File: src/sacc_pkg.sv
// Constants of the converter control block: register map, field positions,
// reset values and conversion timing.
// Assumes a 32-bit AXI4-Lite bus with byte addresses and 8-bit registers.
package sacc_pkg;

  // ****************************************************************
  // Register map
  // ****************************************************************
  localparam int          SACC_AW            = 8;
  localparam logic [7:0]  SACC_OFF_CTRL_A    = 8'h00;
  localparam logic [7:0]  SACC_OFF_CTRL_B    = 8'h04;
  localparam logic [7:0]  SACC_OFF_MUX       = 8'h08;
  localparam logic [7:0]  SACC_OFF_RES_LOW   = 8'h0C;
  localparam logic [7:0]  SACC_OFF_RES_HIGH  = 8'h10;
  localparam logic [1:0]  SACC_RESP_OKAY     = 2'h0;
  localparam logic [1:0]  SACC_RESP_SLVERR   = 2'h2;

  // ****************************************************************
  // Field positions
  // ****************************************************************
  localparam int          SACC_A_ENABLE      = 7;
  localparam int          SACC_A_START       = 6;
  localparam int          SACC_A_AUTO        = 5;
  localparam int          SACC_A_FLAG        = 4;
  localparam int          SACC_A_PS_LSB      = 0;
  localparam int          SACC_B_TS_LSB      = 0;
  localparam int          SACC_M_REF_LSB     = 6;
  localparam int          SACC_M_LEFT        = 5;
  localparam int          SACC_M_CH_LSB      = 0;

  // ****************************************************************
  // Reset values and timing
  // ****************************************************************
  localparam logic [7:0]  SACC_RST_CTRL_A    = 8'h00;
  localparam logic [2:0]  SACC_RST_TS        = 3'h0;
  localparam logic [7:0]  SACC_RST_MUX       = 8'h00;
  localparam logic [9:0]  SACC_RST_RESULT    = 10'h000;
  localparam logic [2:0]  SACC_TS_FREE_RUN   = 3'h0;
  localparam logic [4:0]  SACC_SINGLE_LAST   = 5'h07;
  localparam logic [4:0]  SACC_FIRST_CYCLES  = 5'h19;
  localparam logic [4:0]  SACC_NORMAL_CYCLES = 5'h0D;
  localparam logic [6:0]  SACC_PS_MIN_LIM    = 7'h01;

  typedef enum logic [0:0] {
    SACC_IDLE = 1'b0,
    SACC_CONV = 1'b1
  } sacc_state_e;

endpackage

File: src/sacc_top.sv
// Digital control of a 10-bit successive-approximation converter with an
// AXI4-Lite register slave.
// Assumes trigger inputs and converter data come from logic on SYS_CLK.
`timescale 1ns/1ps

// Function
// - Converter runs and draws power only while converter_enable is set
// - Reference and channel selection reach the converter only when enabled
// - 10-bit result split over two bytes, right or left aligned
// - Reading the low byte blocks result updates; blocked results are lost
// - Reading the high byte lifts the update block
// - Completion flag is raised even when the result is lost
// - Writing start begins a conversion; start reads one while converting
// - Channel change mid-conversion applies only once the converter is idle, not between free-run conversions
// - Auto trigger enabled by its bit, source chosen by trigger select
// - Trigger rising edge resets the prescaler and starts a conversion
// - Trigger still high at completion starts nothing
// - Trigger edges during a conversion are ignored
// - Trigger source flags act as levels regardless of interrupt enables
// - Completion flag as source restarts at every completion, cleared or not
// - Start still works while auto triggering is enabled
// - Code zero is ground, full scale is reference minus one step
// - Reference select routes supply or internal reference to the pin
// - Channel select covers single-ended and gained differential inputs
// - Completion stores result, sets flag and clears single-mode start
// - Conversion lasts 13 converter clocks, the first after enable 25
// - Prescaler runs while enabled and is held in reset otherwise
module sacc_top
(
  input  wire logic                      SYS_CLK,
  input  wire logic                      SYS_RST,
  input  wire logic [sacc_pkg::SACC_AW-1:0] AWADDR,
  input  wire logic                      AWVALID,
  output logic                           AWREADY,
  input  wire logic [31:0]               WDATA,
  input  wire logic [3:0]                WSTRB,
  input  wire logic                      WVALID,
  output logic                           WREADY,
  output logic [1:0]                     BRESP,
  output logic                           BVALID,
  input  wire logic                      BREADY,
  input  wire logic [sacc_pkg::SACC_AW-1:0] ARADDR,
  input  wire logic                      ARVALID,
  output logic                           ARREADY,
  output logic [31:0]                    RDATA,
  output logic [1:0]                     RRESP,
  output logic                           RVALID,
  input  wire logic                      RREADY,
  input  wire logic [7:1]                TRIG_IN,
  input  wire logic [9:0]                ADC_DATA,
  output logic                           ADC_POWER_ON,
  output logic [1:0]                     ADC_REF_SEL,
  output logic [4:0]                     ADC_CHAN_SEL,
  output logic                           ADC_GAIN_BYPASS,
  output logic                           ADC_CONVERTING,
  output logic                           ADC_DONE
);
  import sacc_pkg::*;

  // ****************************************************************
  // Registers
  // ****************************************************************
  logic                en_reg, auto_reg, flag_reg, start_req_reg, lock_reg, first_reg;
  logic [2:0]          ps_reg, ts_reg;
  logic [7:0]          mux_reg;
  logic [9:0]          result_reg;
  logic [6:0]          presc_reg;
  logic [4:0]          cnt_reg, len_reg;
  logic                trig_prev_reg;
  sacc_state_e         state_reg;
  logic                awready_reg, wready_reg, bvalid_reg, arready_reg, rvalid_reg;
  logic                aw_got_reg, w_got_reg;
  logic [7:0]          waddr_reg;
  logic [7:0]          wbyte_reg;
  logic                wlane_reg;
  logic [1:0]          bresp_reg, rresp_reg;
  logic [31:0]         rdata_reg;
  logic [1:0]          ref_out_reg;
  logic [4:0]          chan_out_reg;
  logic                power_reg, bypass_reg, conv_out_reg, done_out_reg;

  // ****************************************************************
  // Bus decode
  // ****************************************************************
  wire        aw_fire   = AWVALID & awready_reg;
  wire        w_fire    = WVALID & wready_reg;
  wire        wr_do     = aw_got_reg & w_got_reg & ~bvalid_reg;
  wire        ar_fire   = ARVALID & arready_reg;
  wire        wr_a      = wr_do & wlane_reg & (waddr_reg == SACC_OFF_CTRL_A);
  wire        wr_b      = wr_do & wlane_reg & (waddr_reg == SACC_OFF_CTRL_B);
  wire        wr_m      = wr_do & wlane_reg & (waddr_reg == SACC_OFF_MUX);
  wire        wr_ok     = (waddr_reg == SACC_OFF_CTRL_A) | (waddr_reg == SACC_OFF_CTRL_B)
                        | (waddr_reg == SACC_OFF_MUX);
  wire [7:0]  raddr     = {ARADDR[7:2], 2'b00};
  wire        rd_low    = ar_fire & (raddr == SACC_OFF_RES_LOW);
  wire        rd_high   = ar_fire & (raddr == SACC_OFF_RES_HIGH);
  wire        busy      = (state_reg == SACC_CONV);
  wire [7:0]  ctrl_a_rd = {en_reg, start_req_reg | busy, auto_reg, flag_reg, 1'b0, ps_reg};
  // Alignment is applied when read, so the left-adjust bit acts at once
  wire [15:0] res_word  = mux_reg[SACC_M_LEFT] ? {result_reg, 6'h00}
                                               : {6'h00, result_reg};
  wire        rd_ok     = (raddr <= SACC_OFF_RES_HIGH);
  wire [7:0]  rd_byte   = (raddr == SACC_OFF_CTRL_A)   ? ctrl_a_rd :
                          (raddr == SACC_OFF_CTRL_B)   ? {5'h00, ts_reg} :
                          (raddr == SACC_OFF_MUX)      ? mux_reg :
                          (raddr == SACC_OFF_RES_LOW)  ? res_word[7:0] :
                          (raddr == SACC_OFF_RES_HIGH) ? res_word[15:8] : 8'h00;

  // ****************************************************************
  // Prescaler, trigger and conversion control
  // ****************************************************************
  wire        en_next    = wr_a ? wbyte_reg[SACC_A_ENABLE] : en_reg;
  wire [7:0]  ps_full    = 8'(8'h01 << ps_reg) - 8'h01;
  wire [6:0]  ps_lim     = (ps_reg < 3'h2) ? SACC_PS_MIN_LIM : ps_full[6:0];
  // At-least compare: a smaller divide picked mid-count cannot wrap the counter
  wire        tick       = en_reg & (presc_reg >= ps_lim);
  wire        free_run   = auto_reg & (ts_reg == SACC_TS_FREE_RUN);
  // Source flags are plain levels here, so masked interrupts still trigger
  wire        trig_lvl   = TRIG_IN[ts_reg == 3'h0 ? 3'h1 : ts_reg];
  // A level still high after a conversion gives no new edge
  wire        trig_edge  = trig_lvl & ~trig_prev_reg;
  wire        auto_start = en_reg & en_next & auto_reg & ~free_run & trig_edge
                         & ~busy & ~start_req_reg;
  wire        sw_start   = wr_a & wbyte_reg[SACC_A_START] & en_next;
  wire        conv_begin = en_reg & ~busy & start_req_reg & tick;
  // A conversion cut short by disabling never completes, so nothing is flagged
  wire        done       = busy & tick & en_next & (cnt_reg == len_reg - 5'h01);
  wire        flag_clr   = wr_a & wbyte_reg[SACC_A_FLAG];

  always_ff @(posedge SYS_CLK)
  begin
    if (SYS_RST)
      presc_reg <= 7'h00;
    else if (~en_reg | auto_start | tick)
      presc_reg <= 7'h00;
    else
      presc_reg <= presc_reg + 7'h01;
  end

  always_ff @(posedge SYS_CLK)
  begin
    if (SYS_RST)
      trig_prev_reg <= 1'b0;
    else
      trig_prev_reg <= trig_lvl;
  end

  always_ff @(posedge SYS_CLK)
  begin
    if (SYS_RST)
    begin
      state_reg <= SACC_IDLE;
      cnt_reg   <= 5'h00;
      len_reg   <= SACC_NORMAL_CYCLES;
      first_reg <= 1'b1;
    end
    else if (~en_next)
    begin
      // Disabling aborts; the next conversion re-initialises the analog side
      state_reg <= SACC_IDLE;
      cnt_reg   <= 5'h00;
      first_reg <= 1'b1;
    end
    else if (conv_begin)
    begin
      state_reg <= SACC_CONV;
      cnt_reg   <= 5'h00;
      len_reg   <= first_reg ? SACC_FIRST_CYCLES : SACC_NORMAL_CYCLES;
      first_reg <= 1'b0;
    end
    else if (done)
    begin
      state_reg <= free_run ? SACC_CONV : SACC_IDLE;
      cnt_reg   <= 5'h00;
      len_reg   <= SACC_NORMAL_CYCLES;
    end
    else if (busy & tick)
      cnt_reg <= cnt_reg + 5'h01;
  end

  always_ff @(posedge SYS_CLK)
  begin
    if (SYS_RST)
      start_req_reg <= 1'b0;
    else if (~en_next | conv_begin)
      start_req_reg <= 1'b0;
    else if (sw_start | auto_start)
      start_req_reg <= 1'b1;
  end

  // ****************************************************************
  // Result bytes, lock and completion flag
  // ****************************************************************
  always_ff @(posedge SYS_CLK)
  begin
    if (SYS_RST)
      result_reg <= SACC_RST_RESULT;
    else if (done & ~lock_reg)
      result_reg <= ADC_DATA;
  end

  always_ff @(posedge SYS_CLK)
  begin
    if (SYS_RST)
      lock_reg <= 1'b0;
    else if (rd_high)
      lock_reg <= 1'b0;
    else if (rd_low)
      lock_reg <= 1'b1;
  end

  // Set wins over a clear in the same cycle so no completion is missed
  always_ff @(posedge SYS_CLK)
  begin
    if (SYS_RST)
      flag_reg <= 1'b0;
    else if (done)
      flag_reg <= 1'b1;
    else if (flag_clr)
      flag_reg <= 1'b0;
  end

  always_ff @(posedge SYS_CLK)
  begin
    if (SYS_RST)
    begin
      en_reg   <= SACC_RST_CTRL_A[SACC_A_ENABLE];
      auto_reg <= SACC_RST_CTRL_A[SACC_A_AUTO];
      ps_reg   <= SACC_RST_CTRL_A[SACC_A_PS_LSB +: 3];
      ts_reg   <= SACC_RST_TS;
      mux_reg  <= SACC_RST_MUX;
    end
    else
    begin
      if (wr_a)
      begin
        en_reg   <= wbyte_reg[SACC_A_ENABLE];
        auto_reg <= wbyte_reg[SACC_A_AUTO];
        ps_reg   <= wbyte_reg[SACC_A_PS_LSB +: 3];
      end
      if (wr_b)
        ts_reg <= wbyte_reg[SACC_B_TS_LSB +: 3];
      if (wr_m)
        mux_reg <= wbyte_reg;
    end
  end

  // ****************************************************************
  // Converter-side outputs
  // ****************************************************************
  // Selection tracks the register only while idle, and only when enabled
  always_ff @(posedge SYS_CLK)
  begin
    if (SYS_RST)
    begin
      ref_out_reg  <= 2'h0;
      chan_out_reg <= 5'h00;
      bypass_reg   <= 1'b1;
    end
    else if (~en_reg)
    begin
      ref_out_reg  <= 2'h0;
      chan_out_reg <= 5'h00;
      bypass_reg   <= 1'b1;
    end
    else if (~busy & ~conv_begin)
    begin
      ref_out_reg  <= mux_reg[SACC_M_REF_LSB +: 2];
      chan_out_reg <= mux_reg[SACC_M_CH_LSB +: 5];
      bypass_reg   <= (mux_reg[SACC_M_CH_LSB +: 5] <= SACC_SINGLE_LAST);
    end
  end

  always_ff @(posedge SYS_CLK)
  begin
    if (SYS_RST)
    begin
      power_reg    <= 1'b0;
      conv_out_reg <= 1'b0;
      done_out_reg <= 1'b0;
    end
    else
    begin
      power_reg    <= en_reg;
      conv_out_reg <= busy;
      done_out_reg <= done;
    end
  end

  // ****************************************************************
  // AXI4-Lite slave
  // ****************************************************************
  always_ff @(posedge SYS_CLK)
  begin
    if (SYS_RST)
    begin
      awready_reg <= 1'b0;
      wready_reg  <= 1'b0;
      aw_got_reg  <= 1'b0;
      w_got_reg   <= 1'b0;
      bvalid_reg  <= 1'b0;
      bresp_reg   <= SACC_RESP_OKAY;
      waddr_reg   <= 8'h00;
      wbyte_reg   <= 8'h00;
      wlane_reg   <= 1'b0;
    end
    else
    begin
      awready_reg <= ~(aw_fire | (aw_got_reg & ~wr_do));
      wready_reg  <= ~(w_fire | (w_got_reg & ~wr_do));
      if (aw_fire)
        waddr_reg <= {AWADDR[7:2], 2'b00};
      if (w_fire)
      begin
        wbyte_reg <= WDATA[7:0];
        wlane_reg <= WSTRB[0];
      end
      aw_got_reg <= aw_fire | (aw_got_reg & ~wr_do);
      w_got_reg  <= w_fire | (w_got_reg & ~wr_do);
      if (wr_do)
      begin
        bvalid_reg <= 1'b1;
        bresp_reg  <= wr_ok ? SACC_RESP_OKAY : SACC_RESP_SLVERR;
      end
      else if (BREADY)
        bvalid_reg <= 1'b0;
    end
  end

  always_ff @(posedge SYS_CLK)
  begin
    if (SYS_RST)
    begin
      arready_reg <= 1'b0;
      rvalid_reg  <= 1'b0;
      rdata_reg   <= 32'h0000_0000;
      rresp_reg   <= SACC_RESP_OKAY;
    end
    else
    begin
      arready_reg <= ~ar_fire & ~(rvalid_reg & ~RREADY);
      if (ar_fire)
      begin
        rvalid_reg <= 1'b1;
        rdata_reg  <= {24'h00_0000, rd_byte};
        rresp_reg  <= rd_ok ? SACC_RESP_OKAY : SACC_RESP_SLVERR;
      end
      else if (RREADY)
        rvalid_reg <= 1'b0;
    end
  end

  assign AWREADY         = awready_reg;
  assign WREADY          = wready_reg;
  assign BVALID          = bvalid_reg;
  assign BRESP           = bresp_reg;
  assign ARREADY         = arready_reg;
  assign RVALID          = rvalid_reg;
  assign RDATA           = rdata_reg;
  assign RRESP           = rresp_reg;
  assign ADC_POWER_ON    = power_reg;
  assign ADC_REF_SEL     = ref_out_reg;
  assign ADC_CHAN_SEL    = chan_out_reg;
  assign ADC_GAIN_BYPASS = bypass_reg;
  assign ADC_CONVERTING  = conv_out_reg;
  assign ADC_DONE        = done_out_reg;

  // ****************************************************************
  // Assertions
  // ****************************************************************
  property p_off_idle;
    @(posedge SYS_CLK) disable iff (SYS_RST) !en_reg |-> ##1 (!busy && !ADC_POWER_ON);
  endproperty
  a_off_idle: assert property (p_off_idle) else $error("converter active while disabled");

  property p_sel_gated;
    @(posedge SYS_CLK) disable iff (SYS_RST)
      (!en_reg ##1 !en_reg) |-> (ADC_CHAN_SEL == 5'h00 && ADC_REF_SEL == 2'h0);
  endproperty
  a_sel_gated: assert property (p_sel_gated) else $error("selection leaked while disabled");

  property p_lock_keeps;
    @(posedge SYS_CLK) disable iff (SYS_RST) (done && lock_reg) |=> $stable(result_reg);
  endproperty
  a_lock_keeps: assert property (p_lock_keeps) else $error("locked result was overwritten");

  property p_unlock;
    @(posedge SYS_CLK) disable iff (SYS_RST) rd_high |=> !lock_reg;
  endproperty
  a_unlock: assert property (p_unlock) else $error("high byte read left lock set");

  property p_flag_set;
    @(posedge SYS_CLK) disable iff (SYS_RST) done |=> (flag_reg && ADC_DONE);
  endproperty
  a_flag_set: assert property (p_flag_set) else $error("completion did not set flag");

  property p_sw_start;
    @(posedge SYS_CLK) disable iff (SYS_RST)
      (sw_start && !busy && en_reg) |=> ##[0:130] busy;
  endproperty
  a_sw_start: assert property (p_sw_start) else $error("start write did not convert");

  property p_chan_hold;
    @(posedge SYS_CLK) disable iff (SYS_RST)
      (busy && $past(busy) && en_reg) |-> $stable(ADC_CHAN_SEL);
  endproperty
  a_chan_hold: assert property (p_chan_hold) else $error("channel moved mid-conversion");

  property p_trig_reset;
    @(posedge SYS_CLK) disable iff (SYS_RST) auto_start |=> (presc_reg == 7'h00 && start_req_reg);
  endproperty
  a_trig_reset: assert property (p_trig_reset) else $error("trigger edge ignored");

  property p_busy_edge;
    @(posedge SYS_CLK) disable iff (SYS_RST)
      (busy && trig_edge && !sw_start && !free_run) |=> !start_req_reg;
  endproperty
  a_busy_edge: assert property (p_busy_edge) else $error("edge accepted while busy");

  property p_free_run;
    @(posedge SYS_CLK) disable iff (SYS_RST) (done && free_run && en_next) |=> busy;
  endproperty
  a_free_run: assert property (p_free_run) else $error("free run did not restart");

  property p_first_len;
    @(posedge SYS_CLK) disable iff (SYS_RST)
      (conv_begin && first_reg) |=> (len_reg == SACC_FIRST_CYCLES);
  endproperty
  a_first_len: assert property (p_first_len) else $error("first conversion length wrong");

  property p_presc_hold;
    @(posedge SYS_CLK) disable iff (SYS_RST) !en_reg |=> (presc_reg == 7'h00);
  endproperty
  a_presc_hold: assert property (p_presc_hold) else $error("prescaler ran while disabled");

  c_locked_done: cover property (@(posedge SYS_CLK) disable iff (SYS_RST) done && lock_reg);
  c_free_run:    cover property (@(posedge SYS_CLK) disable iff (SYS_RST) done && free_run);
  c_auto_start:  cover property (@(posedge SYS_CLK) disable iff (SYS_RST) auto_start);

endmodule // sacc_top

File: config.mk
export PLATFORM = sky130hd
export DESIGN_NAME = sacc_top
export DESIGN_NICKNAME = d
export VERILOG_FILES = /design/src/sacc_pkg.sv /design/src/sacc_top.sv
export SDC_FILE = /design/constraint.sdc
export NUM_CORES = 1
export LEC_CHECK = 0
export BUFFER_PORTS_ARGS = -buffer_cell sky130_fd_sc_hd__buf_2
export CAP_MARGIN = 20
export CORE_MARGIN = 1.5
export CORE_UTILIZATION = 48
export CTS_BUF_LIST = sky130_fd_sc_hd__clkbuf_8
export CTS_CLUSTER_SIZE = 40
export DETAILED_ROUTE_END_ITERATION = 6
export PLACE_DENSITY = 0.87
export SKIP_CTS_REPAIR_TIMING = 1
export SLEW_MARGIN = 40
export SYNTH_ARGS = -nofsm -noshare
export SYNTH_HDL_FRONTEND = slang
export SYNTH_SLANG_ARGS = --single-unit
export TNS_END_PERCENT = 50
File: constraint.sdc
create_clock -name SYS_CLK -period 2.28 [get_ports SYS_CLK]
set_input_delay 0.342 -clock SYS_CLK [delete_from_list [all_inputs] [get_ports SYS_CLK]]
set_output_delay 0.342 -clock SYS_CLK [all_outputs]
set_load 0.03 [all_outputs]
==> results of run 1 <==
==> where the power goes <==
group | switching (mW) | total, mW | internal (mW) | leakage, nW
sequential | 0.0275 | 1.61 | 1.58 | 0.723
clock | 0.562 | 1.20 | 0.642 | 0.110
combinational | 0.204 | 0.300 | 0.0966 | 1.25
==> cells in the final DEF (no fill, tap or decap), types with 3 or more instances in the layout <==
master     n
a211oi_1   6
a21o_1     3
a21oi_1   35
a21oi_2    3
a22oi_1    4
a31oi_1    5
a32o_1     3
and2_1     5
and3_1     4
buf_2     70
buf_4     17
buf_6      3
clkbuf_8  10
conb_1    27
dfxtp_1   87
ha_1       9
inv_1     18
mux2i_1   30
nand2_1   64
nand2b_1   4
nand3_1   24
nand3b_1   5
nor2_1    42
nor3_1     4
o211ai_1  10
o21ai_0   21
or4_4      3
xnor2_1    3
xor2_1     4
==> layout make-up <==
| cell class | instances | area share, % |
|---|---|---|
| Multi-Input combinational cell | 363 | 44.99 |
| Clock buffer | 10 | 2.730 |
| Clock inverter | 5 | 1.588 |
| Tap cell | 108 | 2.680 |
| Timing Repair Buffer | 92 | 11.04 |
| Inverter | 20 | 1.489 |
| Sequential cell | 89 | 35.48 |
==> final timing paths <==
path	from	endpoint	depth (start not counted)
worst max-delay path	ps_reg[2]	cnt_reg[4]	11
worst min-delay path	ADC_DATA[6]	result_reg[6]	3
worst max register to register	ps_reg[2]	cnt_reg[4]	11
worst min register to register	wbyte_reg[3]	wbyte_reg[3]	2
==> critical path: cells and delay by family, from the launching register on <==
kind            cells  cell delay, ns
simple gates        3            0.58
flops               1            0.38
buf+inv             2            0.20
fa+ha+maj           2            0.43
compound gates      4            0.64
==> layer usage <==
metal	share of wire [%]	vias to the layer above
met4	2.1	0
met3	5.3	19
li1	-	1860
met2	50	150
met5	0	-
met1	43	1776
==> kinds of logic after synthesis <==
kind of cell,after synthesis
adders and majority gates,11
and+or+nand+nor,174
muxes,32
DFF,89
AOI/OAI and AO/OA,112
buffers and inverters,72
other,2
xor gates and xnor gates,7
==> metrics by stage <==
| step | hold slack (ns) | worst slack, ns | cell area (µm²) | std cells | total power, mW |
|---|---|---|---|---|---|
| 2_1_floorplan | 0.4297 | 0.01430 | 4364 | 524 | 1.877 |
| 3_3_place_gp | 0.4413 | -0.06150 | 4677 | 668 | 1.923 |
| 3_5_place_dp | 0.4513 | -0.1066 | 4677 | 668 | 1.933 |
| 4_1_cts | 0.2126 | -0.1250 | 4895 | 683 | 3.102 |
| 5_1_grt | 0.2161 | -0.09853 | 5042 | 687 | 3.212 |
| 6_report | 0.2161 | -0.005747 | 5042 | 687 | 3.114 |
==> reports/results.ini, run 1 <==
[run_status]
status=finished, violations left
violations=negative setup slack

[worst_setup_path]
regToRegSetupSlack_ns=-0.006
crit_fanout=8
worstSetupPathType=reg -> reg
start_kind=flop
slowest_delay_ns=0.49
worst-endpoint-arrival_ns=2.58
worst_setup_path_end_kind=flop
cp_slowest_cell=or4_4
required_ns=2.58
cp_cell_sequence=nor2_1 -> nand2_1 -> ha_2 -> inv_2 -> ha_4 -> a21o_1 -> a31oi_4 -> o21ba_4 -> buf_6 -> or4_4 -> a21oi_2

[logic_synthesis]
yosysTopAreaCellShare_pct=41.81
synthFlopType=dfxtp_1
synth_cells=499
synth_edf_count=0
synthMostInstantiatedCell=dfxtp_1
avgSynthCellArea_um2=8.540
synthesis.area_mm2=0.004262
synth_xor_xnor_area_share_pct=1.439
yosysSeqAreaShare_pct=41.81
synth_top_area_cell=dfxtp_1
synth_common_cells=dfxtp_1 (89), nand2_1 (64), nor2_1 (43), a21oi_1 (37), mux2i_1 (31)
ys_ff_latch=89
synth_fa_ha_area_share_pct=3.230
postSynth.asyncResetShare_pct=0
synth_top_family_by_area=simple AND/OR/NAND/NOR gates
synthTopCellsByArea=dfxtp_1 (42%), mux2i_1 (7.3%), nand2_1 (5.6%)
yosys_warnings=0
synthDistinctLibCells=64
synth_compound_area_share_pct=16.79
synthMuxAreaShare_pct=7.810
synthSimpleGateAreaFrac_pct=19.67

[clocking]
clk_pin_slew_worst_paths_ns=0.09
clkLatencyLatePin_ns=0.36
cts_tree=yes
cts-root-buf=clkbuf_8
cts_max_level=3
numCtsBuffers=9
clock_path_buffers=2
clock-sinks=89

[floorplan]
initial_core_util_pct=49.11
io_pins=128
die_h_um=97.23
die_w_um=97.23
fp.dieArea_mm2=0.009453
core_mm2=0.008678
rows=34

[finish]
num_antenna_cells=0
area_delta_synth_final_pct=18.32
fillers=724
num-nets-final=662
final_util_pct=58.10
ff_latch_area_mm2=0.001789
largest_reg_flops=10
drive_gt1_share_pct=22.80
multi_input_area_mm2=0.002268

[sta]
setup_total_negative_slack_ns=-0.008975
hold_violations=0
fin_crit_sh_pct=100.3
worstMarginPinSlew_ns=0.6066
maxSlewHeadroom_pct=59.38
rsz0062_at_grt=yes
setup_violations=2
finClkSkew_ns=0.008886
setup_ws_ns=-0.005747
drv_slew=0
period_minus_slack_ns=2.286
fmax_mhz=437.5

[grt]
top_usage_layer=met2
use_met2_pct=35.72
first_global_vias=3551
track_usage_pct=20.89
groute.layer.met3.usage_pct=3.453
grtUsageMet1_pct=26.02
grt_first_pass_wirelength_mm=16.30
gr-total-overflow=0
grt_max_degree=30
antenna_found_initial=0

[power_and_ir_drop]
ir_drop_mv=0.3867
powerDensity_mw_per_mm2=617.6
power_leakage_nw=2.080

[place]
dp_hpwl_mm=7.371
port_buffers=70
place_congestion=0.8699

[route]
drtPass1Iterations=5
drc=0
drtAntennaViolNets=0
vias=3805
wl_per_cell_um=15.00
wl_mm=10.30
via_per_inst=5.539
initialDrtViolationCount=203

[worst_hold_path]
holdCritPathClass=in -> reg

[flow_run]
max-cap-violations=0

Power figures use the tool's default switching activity.
==> run 2, diff against run 1 <==
==> constraint.sdc (replaced) <==
create_clock -name SYS_CLK -period 2.28 [get_ports SYS_CLK]
set_input_delay 0.228 -clock SYS_CLK [delete_from_list [all_inputs] [get_ports SYS_CLK]]
set_output_delay 0.228 -clock SYS_CLK [all_outputs]
set_load 0.03 [all_outputs]
==> run 2 against run 1 <==
Net effect:
- the flow still finishes with violations (negative setup slack)
- sequential power hardly changed
- cell area is 0.65% higher
- power is 0.68% higher
- clock skew is 0.0013 ns lower
- core utilization is 0.37 points higher
- wire length is 3.0% higher
- via count is 2.7% higher
- worst hold slack worse by 0.12 ns
- non-clock buffer count is 1 higher
- largest cell class unchanged
- highest routed layer unchanged
==> reports/results.ini, run 2 (synthesized netlist as in run 1, its figures left out) <==
[run_status]
status=finished, violations left  ; unchanged
violations=negative setup slack  ; unchanged

[grt]
first_global_vias=3665  ; was 3551
antenna_found_initial=0  ; unchanged
gr-total-overflow=0  ; unchanged
grt_first_pass_wirelength_mm=17.06  ; was 16.30 mm
grt_max_degree=30  ; unchanged
track_usage_pct=21.95  ; was 20.89%

[clocking]
cts_max_level=3  ; unchanged
clock_path_buffers=2  ; unchanged
cts-root-buf=clkbuf_8  ; unchanged
cts_tree=yes  ; unchanged
clk_pin_slew_worst_paths_ns=0.08  ; was 0.09 ns
clkLatencyLatePin_ns=0.37  ; was 0.36 ns
numCtsBuffers=9  ; unchanged
clock-sinks=89  ; unchanged

[sta]
maxSlewHeadroom_pct=59.14  ; was 59.38%
fmax_mhz=431.8  ; was 437.5 MHz
rsz0062_at_grt=yes  ; unchanged
period_minus_slack_ns=2.316  ; was 2.286 ns
fin_crit_sh_pct=101.6  ; was 100.3%
setup_total_negative_slack_ns=-0.09834  ; was -0.008975 ns
worstMarginPinSlew_ns=0.6102  ; was 0.6066 ns
hold_violations=0  ; unchanged
setup_violations=7  ; was 2
holdWs_ns=0.09366  ; was 0.2161 ns
setup_ws_ns=-0.03590  ; was -0.005747 ns
finClkSkew_ns=0.007588  ; was 0.008886 ns
drv_slew=0  ; unchanged

[worst_setup_path]
start_kind=flop  ; unchanged
path_buf_inv=2  ; unchanged
cp_slowest_cell=or4b_4  ; was or4_4
worst_setup_path_end_kind=flop  ; unchanged
critical-path-top-delay-family=simple AND/OR/NAND/NOR gates  ; was compound AO/OA/AOI/OAI gates
rr_worst_depth=7  ; was 11
regToRegSetupSlack_ns=-0.04  ; was -0.006 ns
r2r-end=result_reg[1]  ; was cnt_reg[4]
crit_fanout=5  ; was 8
required_ns=2.57  ; was 2.58 ns
timing.rr.start=waddr_reg[4]  ; was ps_reg[2]
cp_cell_sequence=or4_4 -> or4b_4 -> and2_4 -> nor4_4 -> buf_4 -> buf_12 -> mux2i_2  ; was nor2_1 -> nand2_1 -> ha_2 -> inv_2 -> ha_4 -> a21o_1 -> a31oi_4 -> o21ba_4 -> buf_6 -> or4_4 -> a21oi_2
worstSetupPathType=reg -> reg  ; unchanged
slowest_delay_ns=0.55  ; was 0.49 ns
worst-endpoint-arrival_ns=2.60  ; was 2.58 ns

[floorplan]
initial_core_util_pct=49.11  ; unchanged
io_pins=128  ; unchanged
fp.dieArea_mm2=0.009453  ; unchanged
core_mm2=0.008678  ; unchanged
rows=34  ; unchanged
die_h_um=97.23  ; unchanged
die_w_um=97.23  ; unchanged

[route]
drc=0  ; unchanged
wl_per_cell_um=15.38  ; was 15.00 µm
wl_mm=10.61  ; was 10.30 mm
initialDrtViolationCount=251  ; was 203
via_per_inst=5.661  ; was 5.539
drtPass1Iterations=7  ; was 5
vias=3906  ; was 3805
drtAntennaViolNets=0  ; unchanged

[finish]
final_util_pct=58.48  ; was 58.10%
stdcell_area_mm2=0.005075  ; was 0.005042 mm²
fillers=724  ; unchanged
num-nets-final=664  ; was 662
num_antenna_cells=0  ; unchanged
final_common_cell=dfxtp_1  ; unchanged
drive_gt1_share_pct=23.20  ; was 22.80%
area_delta_synth_final_pct=19.08  ; was 18.32%
final_cell_mix=dfxtp_1 (86), buf_2 (70), nand2_1 (64), nor2_1 (42), a21oi_1 (36)  ; was dfxtp_1 (87), buf_2 (70), nand2_1 (64), nor2_1 (42), a21oi_1 (35)
largest_reg_flops=10  ; unchanged

[power_and_ir_drop]
ir_drop_mv=0.5286  ; was 0.3867 mV
power_leakage_nw=2.088  ; was 2.080 nW
powerDensity_mw_per_mm2=617.8  ; was 617.6 mW/mm²

[place]
port_buffers=70  ; unchanged
dp_hpwl_mm=7.463  ; was 7.371 mm
placed_area_mm2=0.004684  ; was 0.004677 mm²
place_congestion=0.8784  ; was 0.8699

[worst_hold_path]
worstHoldStart=WDATA[0]  ; was ADC_DATA[6]
hold_depth=3  ; unchanged
holdCritPathClass=in -> reg  ; unchanged
hold_end=wbyte_reg[0]  ; was result_reg[6]

[flow_run]
max-cap-violations=0  ; unchanged

run 2: changes by cell type in the layout (fill, tap and decap cells not counted), moves of 2 or more:
cell / change
buf_4: +3
buf_6: -2
or4_1: +2
or4_4: -2
run 2: where the power goes:
part	internal [mW]	switching, mW
Sequential	1.58	0.0281
Clock	0.673	0.552
Combinational	0.0941	0.205
Total	2.35	0.785
run 2: stage by stage:
stage               instances  worst slack, ns  power, mW
global placement          669         -0.07044      1.923
detailed placement        669         -0.08722      1.934
CTS                       685          -0.1109      3.135
finish                    690         -0.03590      3.135
floorplan                 524          0.01430      1.877
global route              690         -0.09516      3.233
run 2: area by class of cell:
cell class	instances	area [µm²]	area share, %
Timing Repair Buffer	93	556.8	10.97
Multi-Input combinational cell	364	2287	45.07
Sequential cell	89	1790	35.28
Clock inverter	5	78.83	1.553
Inverter	20	75.07	1.479
Clock buffer	11	151.4	2.983
Tap cell	108	135.1	2.663
run 2: worst min-delay path: cells and delay by family:
kind | cells | cell delay [ns]
AOI/OAI and AO/OA | 1 | 0.05
buffers and inverters | 1 | 0.09
and+or+nand+nor | 1 | 0.04
run 2: worst max path at each step:
stage / start / endpoint / slack, ns / cells past startpoint
6_report: waddr_reg[4] / result_reg[1] / -0.04 / 7
5_1_grt: waddr_reg[4] / result_reg[1] / -0.1 / 7
4_1_cts: ps_reg[1] / ADC_CHAN_SEL[1] / -0.11 / 8
3_5_place_dp: ps_reg[1] / presc_reg[2] / -0.09 / 7
3_3_place_gp: waddr_reg[4] / ADC_DONE / -0.07 / 5
2_1_floorplan: ps_reg[2] / len_reg[4] / 0.01 / 12
run 2: routing by layer:
metal  share of wire, %  track usage (%)  up-vias
met5                  0                0        -
met4                2.9            10.00        0
met3                6.5            3.381       37
met2                 49            37.65      183
met1                 41            27.17     1829
li1                   -                -     1857
